### config.mk
export PLATFORM = sky130hd
export DESIGN_NAME = pci_top
export DESIGN_NICKNAME = d
export VERILOG_FILES = /design/src/rtl/pci_pkg.sv /design/src/rtl/pci_sync.sv /design/src/rtl/pci_top.sv
export VERILOG_INCLUDE_DIRS = /design/src /design/src/rtl
export SDC_FILE = /design/constraint.sdc
export NUM_CORES = 1
export LEC_CHECK = 0
export BUFFER_PORTS_ARGS = -buffer_cell sky130_fd_sc_hd__buf_2
export CORE_UTILIZATION = 48
export CTS_CLUSTER_DIAMETER = 80
export DETAILED_ROUTE_END_ITERATION = 12
export PLACE_DENSITY_LB_ADDON = 0.25
export SLEW_MARGIN = 20
export SYNTH_ARGS = -nofsm -noshare
export SYNTH_HDL_FRONTEND = slang
export SYNTH_SLANG_ARGS = --single-unit
### constraint.sdc
create_clock -name hclk -period 5.6 [get_ports hclk]
set_input_delay 0.56 -clock hclk [delete_from_list [all_inputs] [get_ports hclk]]
set_output_delay 0.56 -clock hclk [all_outputs]
set_load 0.02 [all_outputs]
### src/rtl/pci_defs.svh
`ifndef PCI_DEFS_SVH
`define PCI_DEFS_SVH

// Function
// [RL1] Enabled change on a group-one pin sets the group-one change flag.
// [RL2] Enabled change on a group-zero pin sets the group-zero change flag.
// [RL3] Set flag, group enable and global enable together request that group's vector.
// [RL4] Entering a group's service routine clears that group's change flag.
// [RL5] Writing one to a flag bit clears it; writing zero leaves it.
// [RL6] Group-two mask bits enable change detection on pins 16 to 23.
// [RL7] A cleared mask bit keeps its pin out of the group flag.
// [RL8] Group-one mask bits enable change detection on pins 8 to 15.
// [RL9] Group-zero mask bits enable change detection on pins 0 to 7.
// [RL10] Control bits 2 to 0 enable the three groups.
// [RL11] Enabled change on a group-two pin sets flag bit 2.
// [RL12] A change is a synchronised sample differing from the previous cycle's sample.

// Register indices; the byte address is four times the index.
`define PCI_IDX_CTRL   8'h68
`define PCI_IDX_MASK0  8'h6B
`define PCI_IDX_MASK1  8'h6C
`define PCI_IDX_MASK2  8'h6D
`define PCI_IDX_FLAGS  8'h6E
`define PCI_IDX_GIE    8'h6F

// Byte addresses on the bus.
`define PCI_ADDR_CTRL  {22'h000000, `PCI_IDX_CTRL, 2'h0}
`define PCI_ADDR_MASK0 {22'h000000, `PCI_IDX_MASK0, 2'h0}
`define PCI_ADDR_FLAGS {22'h000000, `PCI_IDX_FLAGS, 2'h0}
`define PCI_ADDR_GIE   {22'h000000, `PCI_IDX_GIE, 2'h0}

// Field layout.
`define PCI_NGRP       3
`define PCI_GRP_W      8
`define PCI_NPIN       24
`define PCI_GIE_BIT    0

// Reset values.
`define PCI_RST_MASK   8'h00
`define PCI_RST_CTRL   3'h0
`define PCI_RST_FLAGS  3'h0
`define PCI_RST_GIE    1'h0
`define PCI_RST_PIN    24'h000000

// Bus encodings.
`define PCI_HTRANS_NONSEQ 2'h2
`define PCI_HRESP_OKAY    1'h0

`endif

### src/rtl/pci_pkg.sv
package pci_pkg;

    // One bit per pin group.
    typedef logic [2:0] pci_grp_t;

    // Eight pins or mask bits of one group.
    typedef logic [7:0] pci_byte_t;

    // Address phase held over into the data phase.
    typedef struct packed {
        logic        valid;
        logic        wr;
        logic [31:0] addr;
    } pci_cmd_s;

endpackage

### src/rtl/pci_sync.sv
`timescale 1ns/1ps
`include "pci_defs.svh"

module pci_sync (
    // Clock and reset.
    input  wire logic                    hclk,
    input  wire logic                    hresetn,
    // Raw pins and per-pin change events.
    input  wire logic [`PCI_NPIN-1:0]    pins,
    output logic      [`PCI_NPIN-1:0]    change
);

    logic [`PCI_NPIN-1:0] meta_r;
    logic [`PCI_NPIN-1:0] sync_r;
    logic [`PCI_NPIN-1:0] prev_r;
    logic [1:0]           warm_r;

    genvar k;
    // Each pin passes two flops, then a third holds last cycle's sample.
    for (k = 0; k < `PCI_NPIN; k++)
    begin : g_pin
        always_ff @(posedge hclk or negedge hresetn)
        begin
            if (!hresetn)
            begin
                meta_r[k] <= 1'b0;
                sync_r[k] <= 1'b0;
                prev_r[k] <= 1'b0;
            end
            else
            begin
                meta_r[k] <= pins[k];
                sync_r[k] <= meta_r[k];
                prev_r[k] <= sync_r[k];
            end
        end
        // [RL12] sample versus previous
        assign change[k] = sync_r[k] ^ prev_r[k];
    end

    // Counts the first cycles after reset, when the pipeline is not yet full.
    always_ff @(posedge hclk or negedge hresetn)
    begin
        if (!hresetn)
            warm_r <= 2'h0;
        else if (warm_r != 2'h3)
            warm_r <= warm_r + 2'h1;
    end
endmodule

### src/rtl/pci_top.sv
`timescale 1ns/1ps
`include "pci_defs.svh"

module pci_top (
    // Clock and reset.
    input  wire logic                 hclk,
    input  wire logic                 hresetn,
    // AHB-Lite slave.
    input  wire logic                 hsel,
    input  wire logic [31:0]          haddr,
    input  wire logic [1:0]           htrans,
    input  wire logic                 hwrite,
    input  wire logic [2:0]           hsize,
    input  wire logic [31:0]          hwdata,
    input  wire logic                 hready,
    output logic                      hreadyout,
    output logic                      hresp,
    output logic      [31:0]          hrdata,
    // Watched pins.
    input  wire pci_pkg::pci_byte_t   watched_pins_group0,
    input  wire pci_pkg::pci_byte_t   watched_pins_group1,
    input  wire pci_pkg::pci_byte_t   watched_pins_group2,
    // CPU interrupt logic.
    input  wire pci_pkg::pci_grp_t    vector_ack,
    output pci_pkg::pci_grp_t         group_request,
    output logic                      irq
);

    // Register state.
    logic [2:0][7:0]         mask_r;
    logic [2:0][7:0]         mask_nxt;
    pci_pkg::pci_grp_t       ctrl_r;
    pci_pkg::pci_grp_t       ctrl_nxt;
    pci_pkg::pci_grp_t       flags_r;
    pci_pkg::pci_grp_t       flags_nxt;
    logic                    gie_r;
    logic                    gie_nxt;
    pci_pkg::pci_cmd_s       cmd_r;
    pci_pkg::pci_cmd_s       cmd_nxt;

    // Output flops.
    logic                    hreadyout_r;
    logic                    hresp_r;
    logic [31:0]             hrdata_r;
    logic [31:0]             hrdata_nxt;
    pci_pkg::pci_grp_t       req_r;
    pci_pkg::pci_grp_t       req_nxt;
    logic                    irq_r;
    logic                    irq_nxt;

    // Decode and event wires.
    logic [`PCI_NPIN-1:0]    change;
    logic                    addr_phase;
    logic                    wr_en;
    logic                    ctrl_wr;
    logic                    flags_wr;
    logic                    gie_wr;
    pci_pkg::pci_grp_t       mask_wr;
    pci_pkg::pci_grp_t       masked_any;
    pci_pkg::pci_grp_t       grp_hit;
    pci_pkg::pci_grp_t       flag_clr;
    pci_pkg::pci_grp_t       w1c_bits;
    logic                    rd_ctrl;
    logic                    rd_flags;
    logic                    rd_gie;
    pci_pkg::pci_grp_t       rd_mask;
    logic [31:0]             rd_word;

    // Pins are asynchronous to hclk, so they are synchronised before use.
    pci_sync u_sync (
        .hclk    (hclk),
        .hresetn (hresetn),
        .pins    ({watched_pins_group2, watched_pins_group1, watched_pins_group0}),
        .change  (change)
    );

    // Address phase is taken on a selected NONSEQ transfer with hready high.
    assign addr_phase = hsel & (htrans == `PCI_HTRANS_NONSEQ) & hready;
    assign cmd_nxt.valid = addr_phase;
    assign cmd_nxt.wr    = hwrite;
    assign cmd_nxt.addr  = haddr;

    // Writes complete in the data phase, when hwdata is on the bus.
    assign wr_en    = cmd_r.valid & cmd_r.wr;
    assign ctrl_wr  = wr_en & (cmd_r.addr == `PCI_ADDR_CTRL);
    assign flags_wr = wr_en & (cmd_r.addr == `PCI_ADDR_FLAGS);
    assign gie_wr   = wr_en & (cmd_r.addr == `PCI_ADDR_GIE);

    // [RL10] group enable bits
    assign ctrl_nxt = ctrl_wr ? hwdata[2:0] : ctrl_r;
    assign gie_nxt  = gie_wr ? hwdata[`PCI_GIE_BIT] : gie_r;

    // Only the written ones clear; a zero leaves its flag alone.
    assign w1c_bits = flags_wr ? hwdata[2:0] : 3'h0;

    genvar g;
    // One slice per group: mask register, detection and flag.
    for (g = 0; g < `PCI_NGRP; g++)
    begin : g_grp
        localparam logic [31:0] MADDR = `PCI_ADDR_MASK0 + 32'(4 * g);

        assign mask_wr[g]  = wr_en & (cmd_r.addr == MADDR);
        assign mask_nxt[g] = mask_wr[g] ? hwdata[7:0] : mask_r[g];
        assign rd_mask[g]  = (haddr == MADDR);

        // [RL6] [RL8] [RL9] per-pin enable
        // [RL7] cleared bit blocks
        assign masked_any[g] = |(change[`PCI_GRP_W*g +: `PCI_GRP_W] & mask_r[g]);

        // [RL10] group gates detection
        assign grp_hit[g] = ctrl_r[g] & masked_any[g];

        // [RL4] [RL5] service or write-one
        assign flag_clr[g] = vector_ack[g] | w1c_bits[g];

        // [RL1] [RL2] [RL11] set beats clear
        assign flags_nxt[g] = grp_hit[g] | (flags_r[g] & ~flag_clr[g]);
    end

    // [RL3] vector request per group
    assign req_nxt = flags_nxt & ctrl_nxt & {`PCI_NGRP{gie_nxt}};

    // The summary line ignores the global enable: it follows the flags and group enables only.
    assign irq_nxt = |(flags_nxt & ctrl_nxt);

    // Read decode looks at the address phase.
    assign rd_ctrl  = (haddr == `PCI_ADDR_CTRL);
    assign rd_flags = (haddr == `PCI_ADDR_FLAGS);
    assign rd_gie   = (haddr == `PCI_ADDR_GIE);

    // Reads sample next-state values, so a write just ahead is already visible.
    assign rd_word = rd_ctrl    ? {29'h0, ctrl_nxt}  :
                     rd_flags   ? {29'h0, flags_nxt} :
                     rd_gie     ? {31'h0, gie_nxt}   :
                     rd_mask[0] ? {24'h0, mask_nxt[0]} :
                     rd_mask[1] ? {24'h0, mask_nxt[1]} :
                     rd_mask[2] ? {24'h0, mask_nxt[2]} :
                     32'h0;
    assign hrdata_nxt = (addr_phase & ~hwrite) ? rd_word : 32'h0;

    // Bus side state.
    always_ff @(posedge hclk or negedge hresetn)
    begin
        if (!hresetn)
        begin
            cmd_r       <= '0;
            hrdata_r    <= 32'h0;
            hreadyout_r <= 1'b1;
            hresp_r     <= `PCI_HRESP_OKAY;
        end
        else
        begin
            cmd_r       <= cmd_nxt;
            hrdata_r    <= hrdata_nxt;
            hreadyout_r <= 1'b1;
            hresp_r     <= `PCI_HRESP_OKAY;
        end
    end

    // Control and mask registers.
    always_ff @(posedge hclk or negedge hresetn)
    begin
        if (!hresetn)
        begin
            mask_r <= {`PCI_RST_MASK, `PCI_RST_MASK, `PCI_RST_MASK};
            ctrl_r <= `PCI_RST_CTRL;
            gie_r  <= `PCI_RST_GIE;
        end
        else
        begin
            mask_r <= mask_nxt;
            ctrl_r <= ctrl_nxt;
            gie_r  <= gie_nxt;
        end
    end

    // Sticky flags and the interrupt outputs.
    always_ff @(posedge hclk or negedge hresetn)
    begin
        if (!hresetn)
        begin
            flags_r <= `PCI_RST_FLAGS;
            req_r   <= 3'h0;
            irq_r   <= 1'b0;
        end
        else
        begin
            flags_r <= flags_nxt;
            req_r   <= req_nxt;
            irq_r   <= irq_nxt;
        end
    end

    // Every output leaves straight from a flop.
    assign hreadyout     = hreadyout_r;
    assign hresp         = hresp_r;
    assign hrdata        = hrdata_r;
    assign group_request = req_r;
    assign irq           = irq_r;

    // Helpers that only the checks below read.
    pci_pkg::pci_grp_t ack_only;
    pci_pkg::pci_grp_t quiet_clear;
    assign ack_only    = vector_ack & ~grp_hit;
    assign quiet_clear = ~flags_r & ~masked_any;
endmodule
; Word level (Yosys, flattened, before mapping)
; Cells that the tools add are included.
; Widths: inputs -> output; s select.
[totals]
elab_cells = 169
regBits = 149
[op_classes]
n_reduce_logical = 4
n_eq_ne = 13
mux = 13
bitwise = 55
[ops]
columns = operator, count
row1 = $eq 32x9->1 const B, 12
row2 = $mux 8, 10
row3 = $and 8x8->8, 3
row4 = $reduce_or 8->1, 3
row5 = $xor 1x1->1, 24
row6 = $and 1x1->1, 16
row7 = $and 3x3->3, 2
row8 = $mux 3, 2
row9 = $or 1x1->1, 6
row10 = $not 1->1, 4
row11 = $reduce_or 3->1, 1
row12 = $eq 2x2->1 const B, 1
row13 = $mux 1, 1

; Longest topological paths before layout
; Gate-level depths: netlist of run 1.
[logic_depth]
word_depth = 10
depth_mapped = 8

; Cells and area by module
; Synthesis of run 1 repeated with hierarchy kept, for this count alone.
[hier_totals]
hier_cells = 357
area_unflattened_um2 = 5353.9
[modules_own_cells]
columns = module, area_each_um2, cells_each, instances
row1 = pci_top, 3342.0, 261, 1
row2 = pci_sync, 2011.9, 96, 1

; Worst setup path after synthesis of run 1
; No wires, ideal clock.
[synth_path]
path_kind = register to register
start = reg cmd_r[11] (netlist name)
end = reg hrdata_r[0], in the netlist hrdata[0]
n_path_buf = 1
stages_incl_launch_ff = 9
path_slack_ps = 3204
t_arrival_ps = 2264
setup_time_ps = 132
cell_sequence = dfrtp_1 nor4b_2 nand4_1 or4_1 buf_6 mux2_4 a21o_1 a222oi_1 o32ai_1
[synth_lines]
columns = element, line
row1 = start: declaration, pci_top.sv:38  ; pci_pkg::pci_cmd_s cmd_r;
row2 = start signal: assignment, pci_top.sv:153  ; cmd_r <= cmd_nxt;
row3 = end signal: assignment, pci_top.sv:154  ; hrdata_r <= hrdata_nxt;
row4 = end: declaration, pci_top.sv:44  ; logic [31:0] hrdata_r;

==> results.cfg, run 1 <==
[run_status]
outcome = finished, final reports clean

[cts]
clkTransAtPathRegs_ns = 0.06
cts_buffers = 17
root_buffer = clkbuf_8
post_cts_buffers = 0
cts_tree = done
postCtsHoldBufs = 0
htreeDepth = 4
cts_buffer_depth = 2
insertion_delay_ns = 0.52
clock_sinks = 149
cts_resized = 0

[power_and_ir_drop]
internal-power_mw = 2.02
p_comb_share_pct = 4.4
power_switching_uw = 508
p_per_area_mw_per_mm2 = 401
ir_worst_vdd_mv = 0.305
p_leak_nw = 2.99
switching_share_pct = 20.1
seq_power_share_pct = 45.4
pwr-share-clk_pct = 50.2

[worst_setup_path]
required_ns = 5.99
rrSetupSlack_ns = 2.77
reg2reg_from = cmd_r[24]
arrival_ns = 3.22
timing.rr.end = hrdata[7]
worstSetupStartpointType = flip-flop
reg2reg_depth = 7
critical_path.max_fanout = 8
path_class = flip-flop to flip-flop
endpoint_kind = flip-flop

[global_route]
grt_usage_pct = 18.0
grt_pass1_vias = 2960
grt_pass1_wl_mm = 14.7
globalRouteOverflowTotal = 0
antenna_found_initial = 0
grt_max_degree = 84

[cells_and_area]
syn2layout_area_growth_pct = 22.5
diodes = 0
nFillCells = 829
nets = 536
drive_gt1_share_pct = 31.3
layout.cells.non_filler = 584

[place]
port_buffers = 85
routabilityCongestion = 0.833
dp_hpwl_mm = 6.22
dpl.cell_count = 552

[die]
fp-row-count = 37
dieArea_mm2 = 0.0112
pin_count = 139
die_h_um = 106
coreArea_mm2 = 0.0104
die_w_um = 106
start_util_pct = 49.7

[route]
vias = 2886
drt-total-wl_mm = 8.90
dr.pass1.iters = 5
via_per_inst = 4.94
antenna_left = 0
wl_per_cell_um = 15.2
initialDrtViolationCount = 156
drc = 0

[timing]
clock_skew_ns = 0.0150
relSlewSlack_pct = 33.3
rsz0062_at_grt = no
setup_tns_ns = 0
final_hold_viol_count = 0
setup_viol = 0
drv_slew = 0
period_share_pct = 50.5
tightest_slew_ns = 0.999
fin_crit_ns = 2.83
fmax_mhz = 354

[synth]
yosys.area.top_type = dfrtp_1
synth_edf_count = 0
synth_most_common_cell = dfrtp_1
syn_area_mm2 = 0.00515
synth_area_leaders = dfrtp_1, xor2_1, buf_4
ys_seq_elements = 149
ys_seq_area_share_pct = 72.3
yosys_most_used_dff = dfrtp_1
syn_area_per_cell_um2 = 15.4
syn_inst = 334
synth_common_cells = dfrtp_1, buf_4, xor2_1, a22oi_1, mux2_2
ys_warn_count = 0
synth_top_area_share_pct = 72.3
synthArstFlopShare_pct = 100
synth.distinct_cells = 38

[flow_run]
max_cap_violations = 0

[min_path]
hp-class = primary input to asynchronous set/reset pin
metal layers:
layer  global-route usage, %  wire (um)  vias to the layer above
li1                        -          -                     1338
met5                       0          0                        -
met3                    7.17        519                       13
met2                    28.2       4390                       96
met4                    6.25        130                        0
met1                    22.9       3860                     1439
cell type report:
class | instances | area (um2) | share of cell area (%)
clock inverter | 14 | 255 | 4.04
timing repair buffer | 86 | 439 | 6.95
multi-input combinational | 171 | 1270 | 20.1
clock buffer | 18 | 418 | 6.62
inverter | 10 | 37.5 | 0.594
tap | 136 | 170 | 2.69
sequential | 149 | 3730 | 59.0
power groups by stage:
stage	sequential [mW]	combinational, mW	clock (mW)
floorplan	1.16	0.0621	0
global placement	1.17	0.112	0
detailed placement	1.17	0.114	0
CTS	1.15	0.115	1.30
global route	1.15	0.126	1.36
finish	1.15	0.112	1.27
how the worst max path moves through the flow:
| stage | from | endpoint | cells after the start | slack, ns |
|---|---|---|---|---|
| after global placement | haddr[31] | hrdata[2] | 7 | 2.62 |
| after CTS | cmd_r[24] | hrdata[7] | 7 | 2.74 |
| final | cmd_r[24] | hrdata[7] | 7 | 2.77 |
| after global routing | cmd_r[24] | hrdata[0] | 7 | 2.54 |
| after floorplan | cmd_r[11] | hrdata[0] | 8 | 3.20 |
| after detailed placement | haddr[31] | hrdata[1] | 7 | 2.53 |
metrics by stage:
stage | total power [mW] | util, % | area [um2] | worst slack, ns | hold slack [ns]
floorplan | 1.23 | - | 5250 | 3.20 | 0.264
global placement | 1.28 | 54.4 | 5640 | 2.62 | 0.333
detailed placement | 1.28 | 54.4 | 5640 | 2.53 | 0.335
CTS | 2.56 | 60.9 | 6320 | 2.74 | 0.0820
global route | 2.64 | 60.9 | 6320 | 2.54 | 0.101
finish | 2.53 | 60.9 | 6320 | 2.77 | 0.0671
registers in the layout, summed over array words and instances, names as in the netlist:
register	flops
hrdata	8
flags_r	3
u_sync.meta_r	24
mask_r	24
gie_r	1
cmd_r	34
irq	1
u_sync.sync_r	24
u_sync.prev_r	24
ctrl_r	3
group_request	3
logic make-up (layout without fill, tap and decap cells):
kind of cell	Yosys count	in the layout	synth area share, %
flip-flops	149	149	72.3
AO/OA/AOI/OAI	31	31	4.98
multiplexers	28	28	6.16
other	2	26	0.146
XOR/XNOR	24	24	4.08
AND/OR/NAND/NOR	62	62	7.48
buffers and inverters	38	128	4.83
cells in the final DEF (no fill, tap or decap), drive strengths merged:
| cell type | synthesis | final |
|---|---|---|
| a21o | 1 | 1 |
| inv | 10 | 11 |
| clkbuf | 0 | 18 |
| mux2i | 1 | 1 |
| nor2b | 2 | 2 |
| o32ai | 1 | 1 |
| nor3 | 3 | 3 |
| nand2 | 5 | 5 |
| nor4b | 1 | 1 |
| nor2 | 14 | 14 |
| nor4 | 10 | 10 |
| nand2b | 1 | 1 |
| nand3 | 3 | 3 |
| a222oi | 6 | 6 |
| or4 | 1 | 1 |
| a32o | 3 | 3 |
| clkinv | 0 | 5 |
| a221oi | 2 | 2 |
| a22oi | 15 | 15 |
| and4b | 1 | 1 |
| dfrtp | 149 | 149 |
| nand4 | 11 | 11 |
| nand4b | 2 | 2 |
| nor4bb | 1 | 1 |
| conb | 2 | 26 |
| buf | 28 | 86 |
| bufinv | 0 | 7 |
| clkinvlp | 0 | 1 |
| mux2 | 27 | 27 |
| or2 | 2 | 2 |
| nor3b | 3 | 3 |
| a21oi | 1 | 1 |
| nand3b | 2 | 2 |
| a211oi | 2 | 2 |
| xor2 | 24 | 24 |
worst max-delay path, stage by stage (launching register included):
cell      delay [ns]
dfrtp_1         0.36
nor4_1          0.34
nand3_1         0.17
nor3_2          0.40
and4b_1         0.57
mux2_1          0.40
a222oi_1        0.34
nor2_1          0.10
Note: power is estimated with default switching activity, not from simulation.
==> inputs of run 2 (changes only) <==
clock period = 2.9 ns   (was 5.6 ns; I/O delays follow)
==> run 2 against run 1 <==
  * Sequential power grew 93%
  * Global-route usage increased by 2.2 points
  * Cell area increased by 9.3%
  * Worst hold slack lost 0.030 ns
  * Clock skew shrank 0.0088 ns
  * Critical path depth unchanged
  * Sequential cell count is the same
==> results.cfg, run 2 (synthesis results as in run 1) <==
[power_and_ir_drop]
p_per_area_mw_per_mm2 = 686
ir_worst_vdd_mv = 0.440
p_leak_nw = 3.23

[cts]
clkTransAtPathRegs_ns = 0.06
cts_buffers = 17
clock_sinks = 149
post_cts_buffers = 0
htreeDepth = 4
root_buffer = clkbuf_8
insertion_delay_ns = 0.52
cts_tree = done
cts_buffer_depth = 2

[route]
drt-total-wl_mm = 10.2
drc = 0
via_per_inst = 4.89
wl_per_cell_um = 15.7
initialDrtViolationCount = 159
antenna_left = 0
dr.pass1.iters = 8
vias = 3169

[global_route]
grt_max_degree = 80
grt_pass1_vias = 3457
globalRouteOverflowTotal = 0
antenna_found_initial = 0
grt_pass1_wl_mm = 16.6
grt_usage_pct = 20.2

[worst_setup_path]
worstSetupStartpointType = flip-flop
endpoint_kind = flip-flop
reg2reg_from = cmd_r[13]
crit_path_top_delay_cell = or4_1
required_ns = 3.29
slowest_delay_ns = 0.60
arrival_ns = 2.95
critPathBufInv = 1
startpoint = cmd_r[13]
path_class = flip-flop to flip-flop
critical_path.max_fanout = 7
critPathTopFamily = simple AND/OR/NAND/NOR gates
path_cells = nor4_2, nand4_1, or4_1, buf_4, mux2_1, a221oi_1, a211oi_1

[die]
pin_count = 139
coreArea_mm2 = 0.0104
dieArea_mm2 = 0.0112
fp-row-count = 37
start_util_pct = 49.7
die_h_um = 106
die_w_um = 106

[timing]
final_hold_viol_count = 0
drv_slew = 0
period_share_pct = 88.1
tightest_slew_ns = 0.706
rsz0062_at_grt = no
relSlewSlack_pct = 52.9
fin_crit_ns = 2.55
clock_skew_ns = 0.00618
setup_viol = 0
fmax_mhz = 391
setup_tns_ns = 0

[cells_and_area]
nets = 601
drive_gt1_share_pct = 28.3
largest_reg_flops = 34
final_core_util_pct = 66.6
syn2layout_area_growth_pct = 33.9
diodes = 0
mostFrequentLayoutCell = dfrtp_1
regMostFlops = cmd_r
layout_common_cells = dfrtp_1, buf_2, dlygate4sd3_1

[place]
port_buffers = 85
routabilityCongestion = 0.830
dp_hpwl_mm = 6.30

[flow_run]
max_cap_violations = 0

[run_status]
outcome = finished, final reports clean

[min_path]
worstHoldStart = hsel
hp-class = primary input to flip-flop
run 2: metal layers:
metal  GRT usage (%)  wire length [um]
met1            24.3              4270
met2            34.1              5280
met3            6.06               473
met4            8.23               143
met5               0                 0
run 2: per-stage QoR:
| step | hold slack (ns) | instances | setup slack (ns) | power [mW] | instance area [um2] |
|---|---|---|---|---|---|
| 2_1_floorplan | -0.00559 | 358 | 0.504 | 2.37 | 5250 |
| 3_3_place_gp | 0.334 | 559 | 0.442 | 2.47 | 5710 |
| 3_5_place_dp | 0.335 | 559 | 0.418 | 2.48 | 5710 |
| 4_1_cts | 0.00582 | 648 | 0.362 | 4.78 | 6900 |
| 5_1_grt | 0.0192 | 648 | 0.189 | 4.92 | 6900 |
| 6_report | 0.0367 | 648 | 0.345 | 4.73 | 6900 |
run 2: worst paths after layout:
check                                    end  cells after the start  slack [ns]
max                                hrdata[2]                      7        0.35
min                                cmd_r[33]                      3        0.04
max reg2reg                        hrdata[2]                      7        0.35
min reg2reg                u_sync.sync_r[18]                      0        0.35
max in group asynchronous   u_sync.sync_r[0]                      3        1.78
min in group asynchronous  u_sync.sync_r[20]                      2        0.36
run 2: cell type report:
cell class	instances	area [um2]
Sequential cell	149	3730
Fill cell	745	3470
Multi-Input combinational cell	171	1270
Timing Repair Buffer	151	1080
Clock buffer	20	435
Clock inverter	11	178
Tap cell	136	170
Inverter	10	37.5
run 2: repair_timing:
action,4_1_cts,5_1_grt
hold buffers,58,0
resized for setup,0,0
endpoints found under the hold margin,134,0
run 2: power breakdown:
group	total (mW)	switching [mW]	internal, mW
Combinational	0.285	0.151	0.134
Sequential	2.22	0.0441	2.17
Clock	2.23	0.808	1.42
Total	4.73	1.00	3.73
run 2: worst reg2reg max path, delay by kind of cell, from the launching register on:
kind / cells / cell delay [ns]
buffers and inverters: 1 / 0.21
AOI/OAI and AO/OA: 2 / 0.41
and+or+nand+nor: 3 / 1.08
DFF: 1 / 0.38
muxes: 1 / 0.35
==> inputs of run 3 (changes only) <==
SETUP_SLACK_MARGIN = 0.4   (was not set)
==> run 3 against run 2 <==
  * Clock-buffer cell count unchanged
  * Combinational power hardly changed
  * Non-clock buffer count rose by 3
  * Cell area is 1.6% higher
  * Sequential share of layout area is 0.83 points lower
  * Global-route usage stayed put
  * Die area did not move
  * Worst setup slack better by 0.077 ns
  * Core utilization up 1.0 points
  * Critical path type unchanged
  * Highest routed layer unchanged
==> results.cfg, run 3 (synthesis results as in run 1) <==
[cts]
root_buffer = clkbuf_8
clkTransAtPathRegs_ns = 0.06
cts_tree = done
htreeDepth = 4
insertion_delay_ns = 0.52
cts_buffer_depth = 2
clock_sinks = 149
cts_buffers = 17

[min_path]
worstHoldStart = hsel
hp-class = primary input to flip-flop

[flow_run]
max_cap_violations = 0

[route]
via_per_inst = 4.91
drc = 0
drt-total-wl_mm = 10.3
initialDrtViolationCount = 177
wl_per_cell_um = 15.9
dr.pass1.iters = 6
antenna_left = 0
vias = 3194

[timing]
period_share_pct = 85.4
final_hold_viol_count = 0
drv_slew = 0
fin_crit_ns = 2.48
setup_slack_ns = 0.422
fmax_mhz = 404
tightest_slew_ns = 0.708
setup_tns_ns = 0
setup_viol = 0
clock_skew_ns = 0.00720
rsz0062_at_grt = yes
relSlewSlack_pct = 52.8

[global_route]
globalRouteOverflowTotal = 0
top_usage_layer = met2
antenna_found_initial = 0
grtUsageMet1_pct = 24.3
grt_pass1_vias = 3457
met2_usage_pct = 34.1
grt_usage_pct = 20.2
grt_max_degree = 80
use_met3_pct = 6.06
grt_pass1_wl_mm = 16.6

[place]
dp_hpwl_mm = 6.30
dp_worst_setup_slack_ns = 0.418
port_buffers = 85
routabilityCongestion = 0.830

[cells_and_area]
syn2layout_area_growth_pct = 36.0
largest_reg_flops = 34
layout_common_cells = dfrtp_1, buf_2, dlygate4sd3_1
drive_gt1_share_pct = 31.8
diodes = 0
regMostFlops = cmd_r
nets = 604
mostFrequentLayoutCell = dfrtp_1

[die]
dieArea_mm2 = 0.0112
fp-row-count = 37
die_h_um = 106
pin_count = 139
die_w_um = 106
start_util_pct = 49.7
coreArea_mm2 = 0.0104

[worst_setup_path]
worstSetupStartpointType = flip-flop
path_class = flip-flop to flip-flop
reg2reg_from = cmd_r[14]
required_ns = 3.28
startpoint = cmd_r[14]
endpoint_kind = flip-flop
arrival_ns = 2.86
critical_path.max_fanout = 8

[run_status]
outcome = finished, final reports clean

[power_and_ir_drop]
p_per_area_mw_per_mm2 = 676
ir_worst_vdd_mv = 0.444
p_leak_nw = 3.29
-- run 3: report_power, final --
group	internal, mW	total [mW]	switching (mW)
clock network	1.42	2.23	0.809
logic	0.135	0.288	0.152
registers	2.18	2.22	0.0468
-- run 3: final timing paths --
check	to	slack, ns	cells after the start
min in group asynchronous	u_sync.sync_r[20]	0.37	2
max reg2reg	hrdata[7]	0.42	8
max in group asynchronous	u_sync.sync_r[0]	1.78	3
min reg2reg	u_sync.sync_r[18]	0.35	0
max	hrdata[7]	0.42	8
min	cmd_r[33]	0.04	3
-- run 3: metal layers --
| layer | up-vias | part of all wire, % | routed length [um] |
|---|---|---|---|
| met5 | - | 0 | 0 |
| met4 | 0 | 1.5 | 157 |
| met3 | 14 | 4.4 | 450 |
| met2 | 82 | 53 | 5450 |
| met1 | 1620 | 41 | 4280 |
| li1 | 1478 | - | - |
-- run 3: worst max-delay path: stages (launching register included) --
cell and delay [ns]:
dfrtp_1 0.41, nor4_4 0.31, nand4_1 0.21, nor3_4 0.26
and4b_1 0.24, buf_6 0.16, mux2_4 0.31, a222oi_1 0.31
nor2_1 0.12
-- run 3: what timing repair did --
item	in CTS	in global routing
hold buffers	58	0
setup buffers	0	3
pin swaps	1	19
gates resized for setup	1	23
endpoints found under the setup margin	4	8
endpoints found under the hold margin	134	0
-- run 3: final cells by class --
class	count	area, um2
flip-flops and latches	149	3730
fillers	733	3360
multi-input cells	171	1340
repair buffers	154	1120
clock buffers	20	435
clock inverters	11	178
well taps	136	170
inverters	10	37.5
-- run 3: through the flow --
stage                     power [mW]  util, %  hold slack [ns]  instance area (um2)  instances
final                           4.74     67.6           0.0367                 7010        651
after global routing            4.93     67.6           0.0192                 7010        651
after global placement          2.47     55.0            0.334                 5710        559
after CTS                       4.78     66.6          0.00582                 6910        648
after detailed placement        2.48     55.0            0.335                 5710        559
after floorplan                 2.37        -         -0.00559                 5250        358
